<file path="config.mk">
export PLATFORM = sky130hd
export DESIGN_NAME = ampc_top
export DESIGN_NICKNAME = d
export VERILOG_FILES = /design/src/logic/ampc_pkg.sv /design/src/logic/ampc_top.sv
export SDC_FILE = /design/constraint.sdc
export NUM_CORES = 1
export LEC_CHECK = 0
export ABC_AREA = 1
export BUFFER_PORTS_ARGS = -buffer_cell sky130_fd_sc_hd__buf_2
export CORE_UTILIZATION = 55
export CTS_BUF_LIST = sky130_fd_sc_hd__clkbuf_8
export CTS_CLUSTER_SIZE = 40
export DETAILED_ROUTE_END_ITERATION = 10
export PLACE_DENSITY = 0.88
export SLEW_MARGIN = 15
export SYNTH_ARGS = -nofsm -noshare
export SYNTH_HDL_FRONTEND = slang
export SYNTH_SLANG_ARGS = --single-unit
</file>
<file path="constraint.sdc">
create_clock -name pclk -period 3.8 [get_ports pclk]
set_input_delay 0.38 -clock pclk [delete_from_list [all_inputs] [get_ports pclk]]
set_output_delay 0.38 -clock pclk [all_outputs]
set_load 0.005 [all_outputs]
</file>
<file path="src/logic/ampc_pkg.sv">
// Package for the measurement and power control register bank.
// Assumes a 20 MHz APB clock; registers are byte wide in 32-bit words.
package ampc_pkg;
  // Register indices; the byte address is four times the index
  localparam logic [11:0] TIMING_IDX   = 12'h03d;
  localparam logic [11:0] ACQUISITION_SETTINGS_IDX  = 12'h03e;
  localparam logic [11:0] POWER_IDX    = 12'h03f;
  localparam logic [11:0] DETSTAT_IDX  = 12'h043;
  localparam logic [11:0] IRQSTAT_IDX  = 12'h044;
  localparam logic [11:0] IRQMASK_IDX  = 12'h045;
  localparam logic [11:0] DETCFG_IDX   = 12'h046;
  // Field positions
  localparam int WAKE_LSB      = 2;
  localparam int OCLK_EN_BIT   = 1;
  localparam int EXT_TRIG_BIT  = 0;
  localparam int OVR_DIS_BIT   = 7;
  localparam int AUTOSLEEP_BIT = 6;
  localparam int CHAIN_LSB     = 4;
  localparam int LOW_NOISE_BIT = 3;
  localparam int FAST_TW_BIT   = 7;
  localparam int IMPACT_BIT    = 5;
  localparam int SETTLE_BIT    = 4;
  localparam int LPF_BYP_BIT   = 3;
  localparam int HPF_BYP_BIT   = 2;
  // Reset values and writable masks
  localparam logic [7:0] TIMING_RST  = 8'h00;
  localparam logic [7:0] ACQUISITION_SETTINGS_RST = 8'h00;
  localparam logic [7:0] POWER_RST   = 8'h00;
  localparam logic [7:0] TIMING_WMSK = 8'h1f;
  localparam logic [7:0] POWER_WMSK  = 8'hbf;
  // Operating modes and chaining codes
  localparam logic [1:0] MODE_STANDBY = 2'h0;
  localparam logic [1:0] MODE_WAKE    = 2'h1;
  localparam logic [1:0] MODE_INSTANT = 2'h2;
  localparam logic [1:0] MODE_FULL    = 2'h3;
  localparam logic [1:0] CHAIN_DEFAULT = 2'h0;
  localparam logic [1:0] CHAIN_LINKED  = 2'h1;
  localparam logic [1:0] CHAIN_LOOPED  = 2'h2;
  // Interrupt status bits
  localparam int IRQ_ACT    = 0;
  localparam int IRQ_INACT  = 1;
  localparam int IRQ_ASLEEP = 2;
  localparam int IRQ_SETTLE = 3;
  // Times
  localparam int CLK_HZ          = 20000000;
  localparam int MS_PER_S        = 1000;
  localparam int MS_CYCLES       = CLK_HZ / MS_PER_S;
  localparam int SETTLE_LONG_MS  = 370;
  localparam int SETTLE_SHORT_MS = 16;
  localparam int SAMPLE_HZ       = 3200;
  localparam int SAMPLE_CYCLES   = CLK_HZ / SAMPLE_HZ;
  localparam logic [14:0] WAKE_MS [8] = '{15'd52, 15'd104, 15'd208, 15'd512,
                                          15'd2048, 15'd4096, 15'd8192, 15'd24576};
endpackage

</file>
<file path="src/logic/ampc_top.sv">
// Measurement and power control register bank with APB slave.
// Assumes detector event pulses and the irq pins come from outside;
// pin inputs are synchronised here, detector inputs are on pclk.
`timescale 1ns/1ps

// Functional notes
// - Wake timer code picks 52 to 24576 ms.
// - Outside clock on first pin paces sampling.
// - Outside trigger on second pin takes sample.
// - Autosleep enters wake-up mode on inactivity.
// - Autosleep ignored unless linked or looped.
// - Default chaining runs each enabled detector, host read acknowledges.
// - Linked chaining alternates, host read acknowledges.
// - Looped chaining alternates, acknowledged internally.
// - Chaining needs both detector enables, else default.
// - Quiet bit selects low noise operation.
// - Bandwidth code sets low-pass corner.
// - Speed bit selects fast two-wire mode.
// - Impact wake level picks instant-on threshold.
// - Settle bit picks 370 or 16 ms.
// - Lowpass bypass removes low-pass filter.
// - Highpass bypass removes high-pass filter.
// - Mode field selects standby, wake, instant, full.
// - Power control resets to zero.
module ampc_top #(
  parameter int MS_CYCLES     = ampc_pkg::MS_CYCLES,
  parameter int SAMPLE_CYCLES = ampc_pkg::SAMPLE_CYCLES
) (
  input  wire logic        pclk,
  input  wire logic        presetn,
  input  wire logic        ce,
  input  wire logic        psel,
  input  wire logic        penable,
  input  wire logic        pwrite,
  input  wire logic [11:0] paddr,
  input  wire logic [31:0] pwdata,
  input  wire logic [3:0]  pstrb,
  output logic      [31:0] prdata,
  output logic             pready,
  output logic             pslverr,
  input  wire logic        first_irq_pin,
  input  wire logic        second_irq_pin,
  input  wire logic        activity_seen,
  input  wire logic        inactivity_seen,
  output logic             activity_arm,
  output logic             inactivity_arm,
  output logic             sample_tick,
  output logic             sample_request,
  output logic             wake_poll,
  output logic             filter_settling,
  output logic [1:0]       operating_mode,
  output logic [2:0]       bandwidth_code,
  output logic             quiet_operation,
  output logic             overrange_suppress,
  output logic             fast_two_wire_select,
  output logic             impact_wake_level,
  output logic             lowpass_bypass,
  output logic             highpass_bypass,
  output logic             irq
);
  localparam int MSW = $clog2(MS_CYCLES + 1);
  localparam int SMW = $clog2(SAMPLE_CYCLES + 1);

  if (MS_CYCLES < 2 || SAMPLE_CYCLES < 2) begin : g_bad_cycles
    $error("Cycle counts must be at least two");
  end

  typedef enum logic [1:0] {
    ARM_ACT   = 2'b01,
    ARM_INACT = 2'b10
  } ampc_chain_t;

  typedef struct packed {
    logic [7:0]  timing;
    logic [7:0]  acquisition_settings;
    logic [7:0]  power;
    logic        act_en;
    logic        inact_en;
    logic        act_flag;
    logic        inact_flag;
    logic [3:0]  irq_stat;
    logic [3:0]  irq_mask;
    ampc_chain_t chain;
    logic [2:0]  clk_sync;
    logic [2:0]  trg_sync;
    logic [MSW-1:0] ms_cnt;
    logic [14:0] wake_ms;
    logic [8:0]  settle_ms;
    logic        settling;
    logic [SMW-1:0] smp_cnt;
    logic        sample_tick;
    logic        sample_request;
    logic        wake_poll;
  } ampc_state_t;

  ampc_state_t st_reg;
  ampc_state_t st_next;

  logic        access;
  logic        wr;
  logic        rd;
  logic [11:0] idx;
  logic        hit;
  logic [1:0]  chain_eff;
  logic        linked;
  logic        act_evt;
  logic        inact_evt;
  logic        ms_tick;
  logic        clk_rise;
  logic        trg_rise;
  logic        asleep_evt;
  logic        wr_power;
  logic [7:0]  wbyte;

  // Zero-wait slave; ce low holds the access phase open
  assign pready = ce;
  assign access = psel && penable;
  assign wr     = access && pwrite && ce;
  assign rd     = access && !pwrite && ce;
  assign idx    = {2'b00, paddr[11:2]};
  assign wbyte  = pwdata[7:0];
  assign hit    = (paddr[1:0] == 2'b00) &&
                  (idx == ampc_pkg::TIMING_IDX || idx == ampc_pkg::ACQUISITION_SETTINGS_IDX ||
                   idx == ampc_pkg::POWER_IDX || idx == ampc_pkg::DETSTAT_IDX ||
                   idx == ampc_pkg::IRQSTAT_IDX || idx == ampc_pkg::IRQMASK_IDX ||
                   idx == ampc_pkg::DETCFG_IDX);
  assign pslverr = access && !hit;
  assign wr_power = wr && hit && pstrb[0] && idx == ampc_pkg::POWER_IDX;

  assign chain_eff = (st_reg.act_en && st_reg.inact_en &&
                      st_reg.acquisition_settings[ampc_pkg::CHAIN_LSB +: 2] != 2'h3) ?
                     st_reg.acquisition_settings[ampc_pkg::CHAIN_LSB +: 2] : ampc_pkg::CHAIN_DEFAULT;
  assign linked = chain_eff != ampc_pkg::CHAIN_DEFAULT;

  // one detector armed at a time when linked or looped; in default chaining each follows its own enable
  assign activity_arm   = linked ? (st_reg.chain == ARM_ACT)   : st_reg.act_en;
  assign inactivity_arm = linked ? (st_reg.chain == ARM_INACT) : st_reg.inact_en;
  assign act_evt   = ce && activity_seen && activity_arm;
  assign inact_evt = ce && inactivity_seen && inactivity_arm;

  assign asleep_evt = inact_evt && linked && st_reg.acquisition_settings[ampc_pkg::AUTOSLEEP_BIT] && !wr_power;

  assign ms_tick  = st_reg.ms_cnt == MSW'(MS_CYCLES - 1);
  // Edge detectors read only the second and third stages
  assign clk_rise = st_reg.clk_sync[1] && !st_reg.clk_sync[2];
  assign trg_rise = st_reg.trg_sync[1] && !st_reg.trg_sync[2];

  always_comb begin
    st_next = st_reg;
    if (ce) begin
      st_next.clk_sync = {st_reg.clk_sync[1:0], first_irq_pin};
      st_next.trg_sync = {st_reg.trg_sync[1:0], second_irq_pin};
      st_next.ms_cnt   = ms_tick ? '0 : st_reg.ms_cnt + MSW'(1);
      st_next.sample_tick    = 1'b0;
      st_next.sample_request = 1'b0;
      st_next.wake_poll      = 1'b0;

      // Register writes; byte lane 0 carries the data
      if (wr && hit && pstrb[0]) begin
        case (idx)
          ampc_pkg::TIMING_IDX: begin
            st_next.timing = wbyte & ampc_pkg::TIMING_WMSK;
          end
          ampc_pkg::ACQUISITION_SETTINGS_IDX: begin
            st_next.acquisition_settings = wbyte;
          end
          ampc_pkg::POWER_IDX: begin
            st_next.power = wbyte & ampc_pkg::POWER_WMSK;
          end
          ampc_pkg::IRQMASK_IDX: begin
            st_next.irq_mask = wbyte[3:0];
          end
          ampc_pkg::DETCFG_IDX: begin
            st_next.act_en   = wbyte[0];
            st_next.inact_en = wbyte[1];
          end
          ampc_pkg::IRQSTAT_IDX: begin
            st_next.irq_stat = st_reg.irq_stat & ~wbyte[3:0];
          end
          default: begin
          end
        endcase
      end

      if (rd && hit && idx == ampc_pkg::DETSTAT_IDX) begin
        st_next.act_flag   = 1'b0;
        st_next.inact_flag = 1'b0;
      end

      if (!linked) begin
        st_next.chain = ARM_ACT;
      end else begin
        case (st_reg.chain)
          ARM_ACT:   st_next.chain = act_evt ? ARM_INACT : ARM_ACT;
          ARM_INACT: st_next.chain = inact_evt ? ARM_ACT : ARM_INACT;
          default:   st_next.chain = ARM_ACT;
        endcase
      end

      if (chain_eff != ampc_pkg::CHAIN_LOOPED) begin
        if (act_evt) begin
          st_next.act_flag = 1'b1;
          st_next.irq_stat[ampc_pkg::IRQ_ACT] = 1'b1;
        end
        if (inact_evt) begin
          st_next.inact_flag = 1'b1;
          st_next.irq_stat[ampc_pkg::IRQ_INACT] = 1'b1;
        end
      end

      if (asleep_evt) begin
        st_next.power[1:0] = ampc_pkg::MODE_WAKE;
        st_next.irq_stat[ampc_pkg::IRQ_ASLEEP] = 1'b1;
      end

      if (wr_power && st_reg.power[1:0] == ampc_pkg::MODE_STANDBY &&
          wbyte[1:0] != ampc_pkg::MODE_STANDBY) begin
        st_next.settling  = 1'b1;
        st_next.settle_ms = wbyte[ampc_pkg::SETTLE_BIT] ?
                            9'(ampc_pkg::SETTLE_SHORT_MS) : 9'(ampc_pkg::SETTLE_LONG_MS);
      end else if (st_reg.settling && ms_tick) begin
        if (st_reg.settle_ms <= 9'd1) begin
          st_next.settling  = 1'b0;
          st_next.settle_ms = '0;
          st_next.irq_stat[ampc_pkg::IRQ_SETTLE] = 1'b1;
        end else begin
          st_next.settle_ms = st_reg.settle_ms - 9'd1;
        end
      end

      if (st_reg.power[1:0] != ampc_pkg::MODE_WAKE) begin
        st_next.wake_ms = '0;
      end else if (ms_tick) begin
        if (st_reg.wake_ms >= ampc_pkg::WAKE_MS[st_reg.timing[ampc_pkg::WAKE_LSB +: 3]] - 15'd1) begin
          st_next.wake_ms   = '0;
          st_next.wake_poll = 1'b1;
        end else begin
          st_next.wake_ms = st_reg.wake_ms + 15'd1;
        end
      end

      if (st_reg.power[1:0] == ampc_pkg::MODE_STANDBY) begin
        st_next.smp_cnt = '0;
      end else if (st_reg.timing[ampc_pkg::OCLK_EN_BIT]) begin
        st_next.smp_cnt     = '0;
        st_next.sample_tick = clk_rise;
      end else if (st_reg.smp_cnt == SMW'(SAMPLE_CYCLES - 1)) begin
        st_next.smp_cnt     = '0;
        st_next.sample_tick = 1'b1;
      end else begin
        st_next.smp_cnt = st_reg.smp_cnt + SMW'(1);
      end

      st_next.sample_request = st_reg.timing[ampc_pkg::EXT_TRIG_BIT] && trg_rise &&
                               st_reg.power[1:0] != ampc_pkg::MODE_STANDBY;
    end
  end

  always_ff @(posedge pclk or negedge presetn) begin
    if (!presetn) begin
      st_reg         <= '0;
      st_reg.timing  <= ampc_pkg::TIMING_RST;
      st_reg.acquisition_settings <= ampc_pkg::ACQUISITION_SETTINGS_RST;
      st_reg.power   <= ampc_pkg::POWER_RST;
      st_reg.chain   <= ARM_ACT;
    end else begin
      st_reg <= st_next;
    end
  end

  // Read data from flops; unmapped or misaligned reads return zero
  always_comb begin
    prdata = 32'h0000_0000;
    if (hit && !pwrite) begin
      case (idx)
        ampc_pkg::TIMING_IDX:  prdata[7:0] = st_reg.timing;
        ampc_pkg::ACQUISITION_SETTINGS_IDX: prdata[7:0] = st_reg.acquisition_settings;
        ampc_pkg::POWER_IDX:   prdata[7:0] = st_reg.power;
        ampc_pkg::DETSTAT_IDX: prdata[7:0] = {4'h0, linked, st_reg.chain == ARM_INACT,
                                              st_reg.inact_flag, st_reg.act_flag};
        ampc_pkg::IRQSTAT_IDX: prdata[7:0] = {4'h0, st_reg.irq_stat};
        ampc_pkg::IRQMASK_IDX: prdata[7:0] = {4'h0, st_reg.irq_mask};
        ampc_pkg::DETCFG_IDX:  prdata[7:0] = {6'h00, st_reg.inact_en, st_reg.act_en};
        default:               prdata = 32'h0000_0000;
      endcase
    end
  end

  assign irq                  = |(st_reg.irq_stat & st_reg.irq_mask);
  assign sample_tick          = st_reg.sample_tick;
  assign sample_request       = st_reg.sample_request;
  assign wake_poll            = st_reg.wake_poll;
  assign filter_settling      = st_reg.settling;
  assign operating_mode       = st_reg.power[1:0];
  assign bandwidth_code       = st_reg.acquisition_settings[2:0];
  assign quiet_operation      = st_reg.acquisition_settings[ampc_pkg::LOW_NOISE_BIT];
  assign overrange_suppress   = st_reg.acquisition_settings[ampc_pkg::OVR_DIS_BIT];
  assign fast_two_wire_select = st_reg.power[ampc_pkg::FAST_TW_BIT];
  assign impact_wake_level    = st_reg.power[ampc_pkg::IMPACT_BIT];
  assign lowpass_bypass       = st_reg.power[ampc_pkg::LPF_BYP_BIT];
  assign highpass_bypass      = st_reg.power[ampc_pkg::HPF_BYP_BIT];
endmodule

</file>
### Yosys cells after proc, flatten, opt, wreduce, memory -nomap -nowiden

Memories as Yosys holds them, arrays and structs flattened.
Index checks and enable logic that the tools add are counted.

| word-level totals | value |
|---|---|
| register bits after elaboration | 96 |
| input bits | 58 |
| ROM bits | 120 |
| logic and storage cells | 157 |
| output and inout port bits | 52 |
| memories | 1 |

Memories:

| memory | words | bits a word | rd ports | clocked after memory_dff | write ports | RTL line | source |
|---|---|---|---|---|---|---|---|
| (name not given) | 8 | 15 | 1 | 0 | 0 | ampc_top.sv:234 | `if (st_reg.wake_ms >= ampc_pkg::WAKE_MS[st_reg.timing[ampc_pkg::WAKE_LSB +: 3]] - 15'd1) begin` |

| cells by class | value |
|---|---|
| $lt $le $gt $ge | 3 |
| eq/ne operators | 14 |
| mux-type cells | 46 |
| $add $sub $neg | 5 |
| reduce and logical (&&, ||, !) cells | 62 |
| bitwise operators | 4 |

Operators with widths:

| operator | count |
|---|---|
| $mux 15 | 6 |
| $pmux 8 s7 | 1 |
| $eq 10x7->1 const B | 4 |
| $add 15x1->15 const B | 2 |
| $eq 10x6->1 const B | 3 |
| $logic_and 1x1->1 | 29 |
| $mux 13 | 2 |
| $reduce_and 3->1 | 8 |
| $mux 10 | 2 |
| $mux 2 | 10 |
| $mux 9 | 2 |
| $reduce_bool 2->1 | 9 |
| $mux 1 | 16 |
| $mux 8 | 2 |
| $eq 15x15->1 const B | 1 |
| $ge 15x15->1 | 1 |
| $sub 15x1->15 const B | 1 |
| $mux 14 | 1 |
| $add 13x1->13 const B | 1 |
| $eq 13x13->1 const B | 1 |
| $mux 4 | 3 |
| $le 9x1->1 const B | 1 |
| $sub 9x1->9 const B | 1 |
| $and 4x4->4 | 2 |
| 13 further kinds | 25 |

### Longest topological paths before layout

| depth | value |
|---|---|
| word-level depth | 15 |
| gate-level depth with buffers | 16 |
| gate-level depth less buffers | 15 |

### Least setup slack after synthesis

No wires, ideal clock.

| path | value |
|---|---|
| path type | register to register |
| start point | register st_reg[95] in the netlist's numbering |
| end point | register st_reg[31] in the netlist's numbering |
| path buffers | 1 |
| stages on the path, launching flop included | 15 |
| setup slack | 1.166 ns |
| setup time | 0.066 ns |
| arrival | 2.568 ns |
| period minus slack after synthesis | 2.634 ns |
| required time | 3.734 ns |
| cell sequence | dfrtp_1 > inv_1 > ha_1 > o21ai_0 > nand2_1 > or2_2 > ha_1 > a21oi_1 > o21ai_0 > a221oi_1 > nand3b_1 > buf_2 > nor2_1 > nand2_1 > nand2_1 |

| on the way | value |
|---|---|
| word-level cells in the longest chain between the ends | 9 |

Ends and longest elaborated chain:

| item | RTL line | source |
|---|---|---|
| start, declared | ampc_top.sv:96 | `ampc_state_t st_reg;` |
| start signal, assigned | ampc_top.sv:267 | `st_reg <= st_next;` |
| $not 3->4 (implied by the code) | ampc_top.sv:234 |  |
| $mem_v2 8x15 | - |  |
| $mux 15 (implied by the code) (2 in series) | ampc_top.sv:234 |  |
| $sub 15x1->15 | ampc_top.sv:234 |  |
| $ge 15x15->1 | ampc_top.sv:234 |  |
| $mux 15 | ampc_top.sv:234 |  |
| $mux 15 | ampc_top.sv:233 | `end else if (ms_tick) begin` |
| $mux 15 | ampc_top.sv:231 | `if (st_reg.power[1:0] != ampc_pkg::MODE_WAKE) begin` |

Every way passes these cells. The select of a mux whose other input is x is not followed.
A chain may end at the register's enable or synchronous reset.

### Worst setup path in the final report

| path | value |
|---|---|
| start point | register st_reg[94] in the netlist's numbering |
| end point | register st_reg[39] in the netlist's numbering |

The elaborated chain is that of the path after synthesis.

==> impl_metrics.ini <==
[run_status]
outcome = completed

[yosys]
synth_top_area_cell = dfrtp_1
synth_area_leaders = dfrtp_1 39%, nand2_1 11%, inv_1 6.4%, nor2_1 5.8%, ha_1 5.2%
ys_seq_area_share_pct = 39.6
synth-async-reset-ratio_pct = 100
synthDistinctLibCells = 51
ys.warnings.count = 0
synth_edf_count = 0
ys.flop_type = dfrtp_1
synthesis.area_um2 = 6060
synth.avg_cell_area_um2 = 7.65
yosys.area.top_type_share_pct = 39.2
yosys_register_bits = 96
syn_inst = 793

[finish]
final_common_cell = nand2_1
stdcell_count = 989
nNetsFinal = 931
design_area_um2 = 6560
register_area_um2 = 2400
drive_gt1_share_pct = 13.1
largest_reg_flops = 81
multi_input_area_um2 = 3050
fillerInstances = 892
syn2layout_area_growth_pct = 8.13
n_antenna_cell = 0
final_cell_mix = 174 x nand2_1, 104 x inv_1, 95 x dfrtp_1

[clock_tree]
cts_made_buffers = 9
cts_max_level = 3
cts-resized-gates = 0
cts.clk_slew.worst_paths_ns = 0.11
clockBufferDepth = 2
ctsRootBufferMaster = clkbuf_8
clk-insertion-delay-late_ns = 0.37
cts.sinks = 96
cts_tree = built

[worst_setup_path]
cp.arrival_ns = 3.54
reg2reg_setup_slack_ns = 0.57
required_ns = 4.11
critPathKind = reg2reg
worstPathMaxFanout = 13
r2r-start = st_reg[94]$_DFFE_PN0P_
crit_path_end_kind = register
critical_path.startpoint_type = register
rr_endpoint = st_reg[39]$_DFFE_PN0P_
worstRegToRegCells = 13

[floorplanning]
dieArea_um2 = 11500
die_x_um = 107
core.rowCount = 37
core_area_um2 = 10500
initial_core_util_pct = 57.7
boundaryPins = 110
die_y_um = 107

[global_route]
grt_overflow = 0
grt_first_pass_wirelength_um = 23000
grt_antenna_before_repair = 0
grt_pass1_vias = 5015
grt_use_total_pct = 25.1
grt_start_max_net_pins = 44

[sta]
fin_crit_sh_pct = 84.9
final-setup-viol-count = 0
tns_ns = 0
timing.fmax_mhz = 310
period_needed_ns = 3.23
worst_slew_pin_slew_ns = 1.01
rsz0062_at_grt = no
hold_violations = 0
drv_slew = 0
maxSlewHeadroom_pct = 32.2
clock_skew_ns = 0.0206

[placement]
dpl.hpwl_um = 10200
port_buffers = 58
gp_congestion = 0.954
placed_cell_area_um2 = 6350
dp.cells = 972

[min_path]
hold_end = st_reg[56]$_DFFE_PN0P_
hp-class = in2reg
min_path_cells = 3
min_from = second_irq_pin

[routing]
vias = 5405
vias_per_cell = 5.47
wire_per_inst_um = 13.9
drc = 0
routed_wl_um = 13700
drtIter0Drc = 425
drtPass1Iterations = 6
ant_nets = 0

[power]
power.total_w = 0.00214
powerDensity_nw_per_um2 = 327
ir_drop_mv = 0.213
power.leakage_nw = 3.30

[flow_run]
maxCapViolations = 0
[layer usage]
layer / track usage (%) / wire length, um
met1: 34.3 / 6010
met2: 41.2 / 6490
met3: 3.47 / 914
met4: 8.51 / 299
met5: 0 / 0
[stage by stage]
stage	setup slack, ns	hold WS, ns	utilization, %
2_1_floorplan	1.17	0.0844	-
3_3_place_gp	0.674	0.282	60.4
3_5_place_dp	0.637	0.287	60.4
4_1_cts	0.625	0.215	62.4
5_1_grt	0.283	0.213	62.4
6_report	0.574	0.217	62.4
[final cells by class]
cell class | count | area share, %
clock buffers | 10 | 2.10
clock inverters | 6 | 0.954
inverters | 107 | 6.16
multi-input cells | 571 | 46.5
flip-flops and latches | 96 | 36.7
well taps | 136 | 2.59
repair buffers | 63 | 5.08
[critical path: stages (launching register included)]
cell and delay [ns]:
dfrtp_1 0.47, inv_1 0.12, ha_1 0.33, o21ai_0 0.22, nand2_1 0.10, or2_2 0.29
ha_1 0.31, a21oi_1 0.13, o21ai_0 0.09, a221oi_1 0.26, nand3b_1 0.42, inv_1 0.26
nand3_1 0.10, nand2_1 0.08
[worst max path at each step]
stage / from / to / depth (start not counted)
final: st_reg[94]$_DFFE_PN0P_ / st_reg[39]$_DFFE_PN0P_ / 13
after global routing: st_reg[94]$_DFFE_PN0P_ / st_reg[39]$_DFFE_PN0P_ / 14
after CTS: st_reg[94]$_DFFE_PN0P_ / st_reg[39]$_DFFE_PN0P_ / 13
after detailed placement: st_reg[94]$_DFFE_PN0P_ / st_reg[39]$_DFFE_PN0P_ / 13
after global placement: st_reg[95]$_DFFE_PN0P_ / st_reg[28]$_DFFE_PN0P_ / 13
after floorplan: st_reg[95]$_DFFE_PN0P_ / st_reg[31]$_DFFE_PN0P_ / 14
[power breakdown]
part           switching [W]  internal, W  leakage (nW)
Clock               0.000397     0.000273         0.102
Combinational       0.000179     0.000107          1.98
Sequential         0.0000828      0.00110          1.22
Total               0.000658      0.00148          3.30
[synth_stat cells, drive strengths merged (2+ instances only)]
cell	count
ha	25
clkbuf	4
a31oi	2
or2	2
o211ai	2
nand4	17
o2111ai	2
a21oi	26
nor3b	2
conb	2
a22oi	2
nand3	40
nor3	24
a21boi	2
xnor2	4
o21bai	2
o221ai	2
o21ai	55
o2bb2ai	2
buf	38
inv	106
xor2	25
o22ai	8
nand2	179
dfrtp	95
nor4	9
nor2	102
a221oi	7
[logic make-up (layout without fill, tap and decap cells)]
kind of cell | count (synthesis) | in the layout | share of synthesized area, %
compound gates | 115 | 115 | 11.6
xor+xnor | 29 | 29 | 4.19
fa+ha+maj | 25 | 25 | 5.16
buf+inv | 149 | 186 | 11.6
flops | 96 | 96 | 39.6
other cells | 2 | 25 | 0.124
simple gates | 377 | 377 | 27.7
[what timing repair did]
action,in CTS,in global routing
hold endpoints to repair,19,0
hold buffers,1,0
buffers inserted,0,0
No activity file was read; power rests on OpenSTA's default activity.
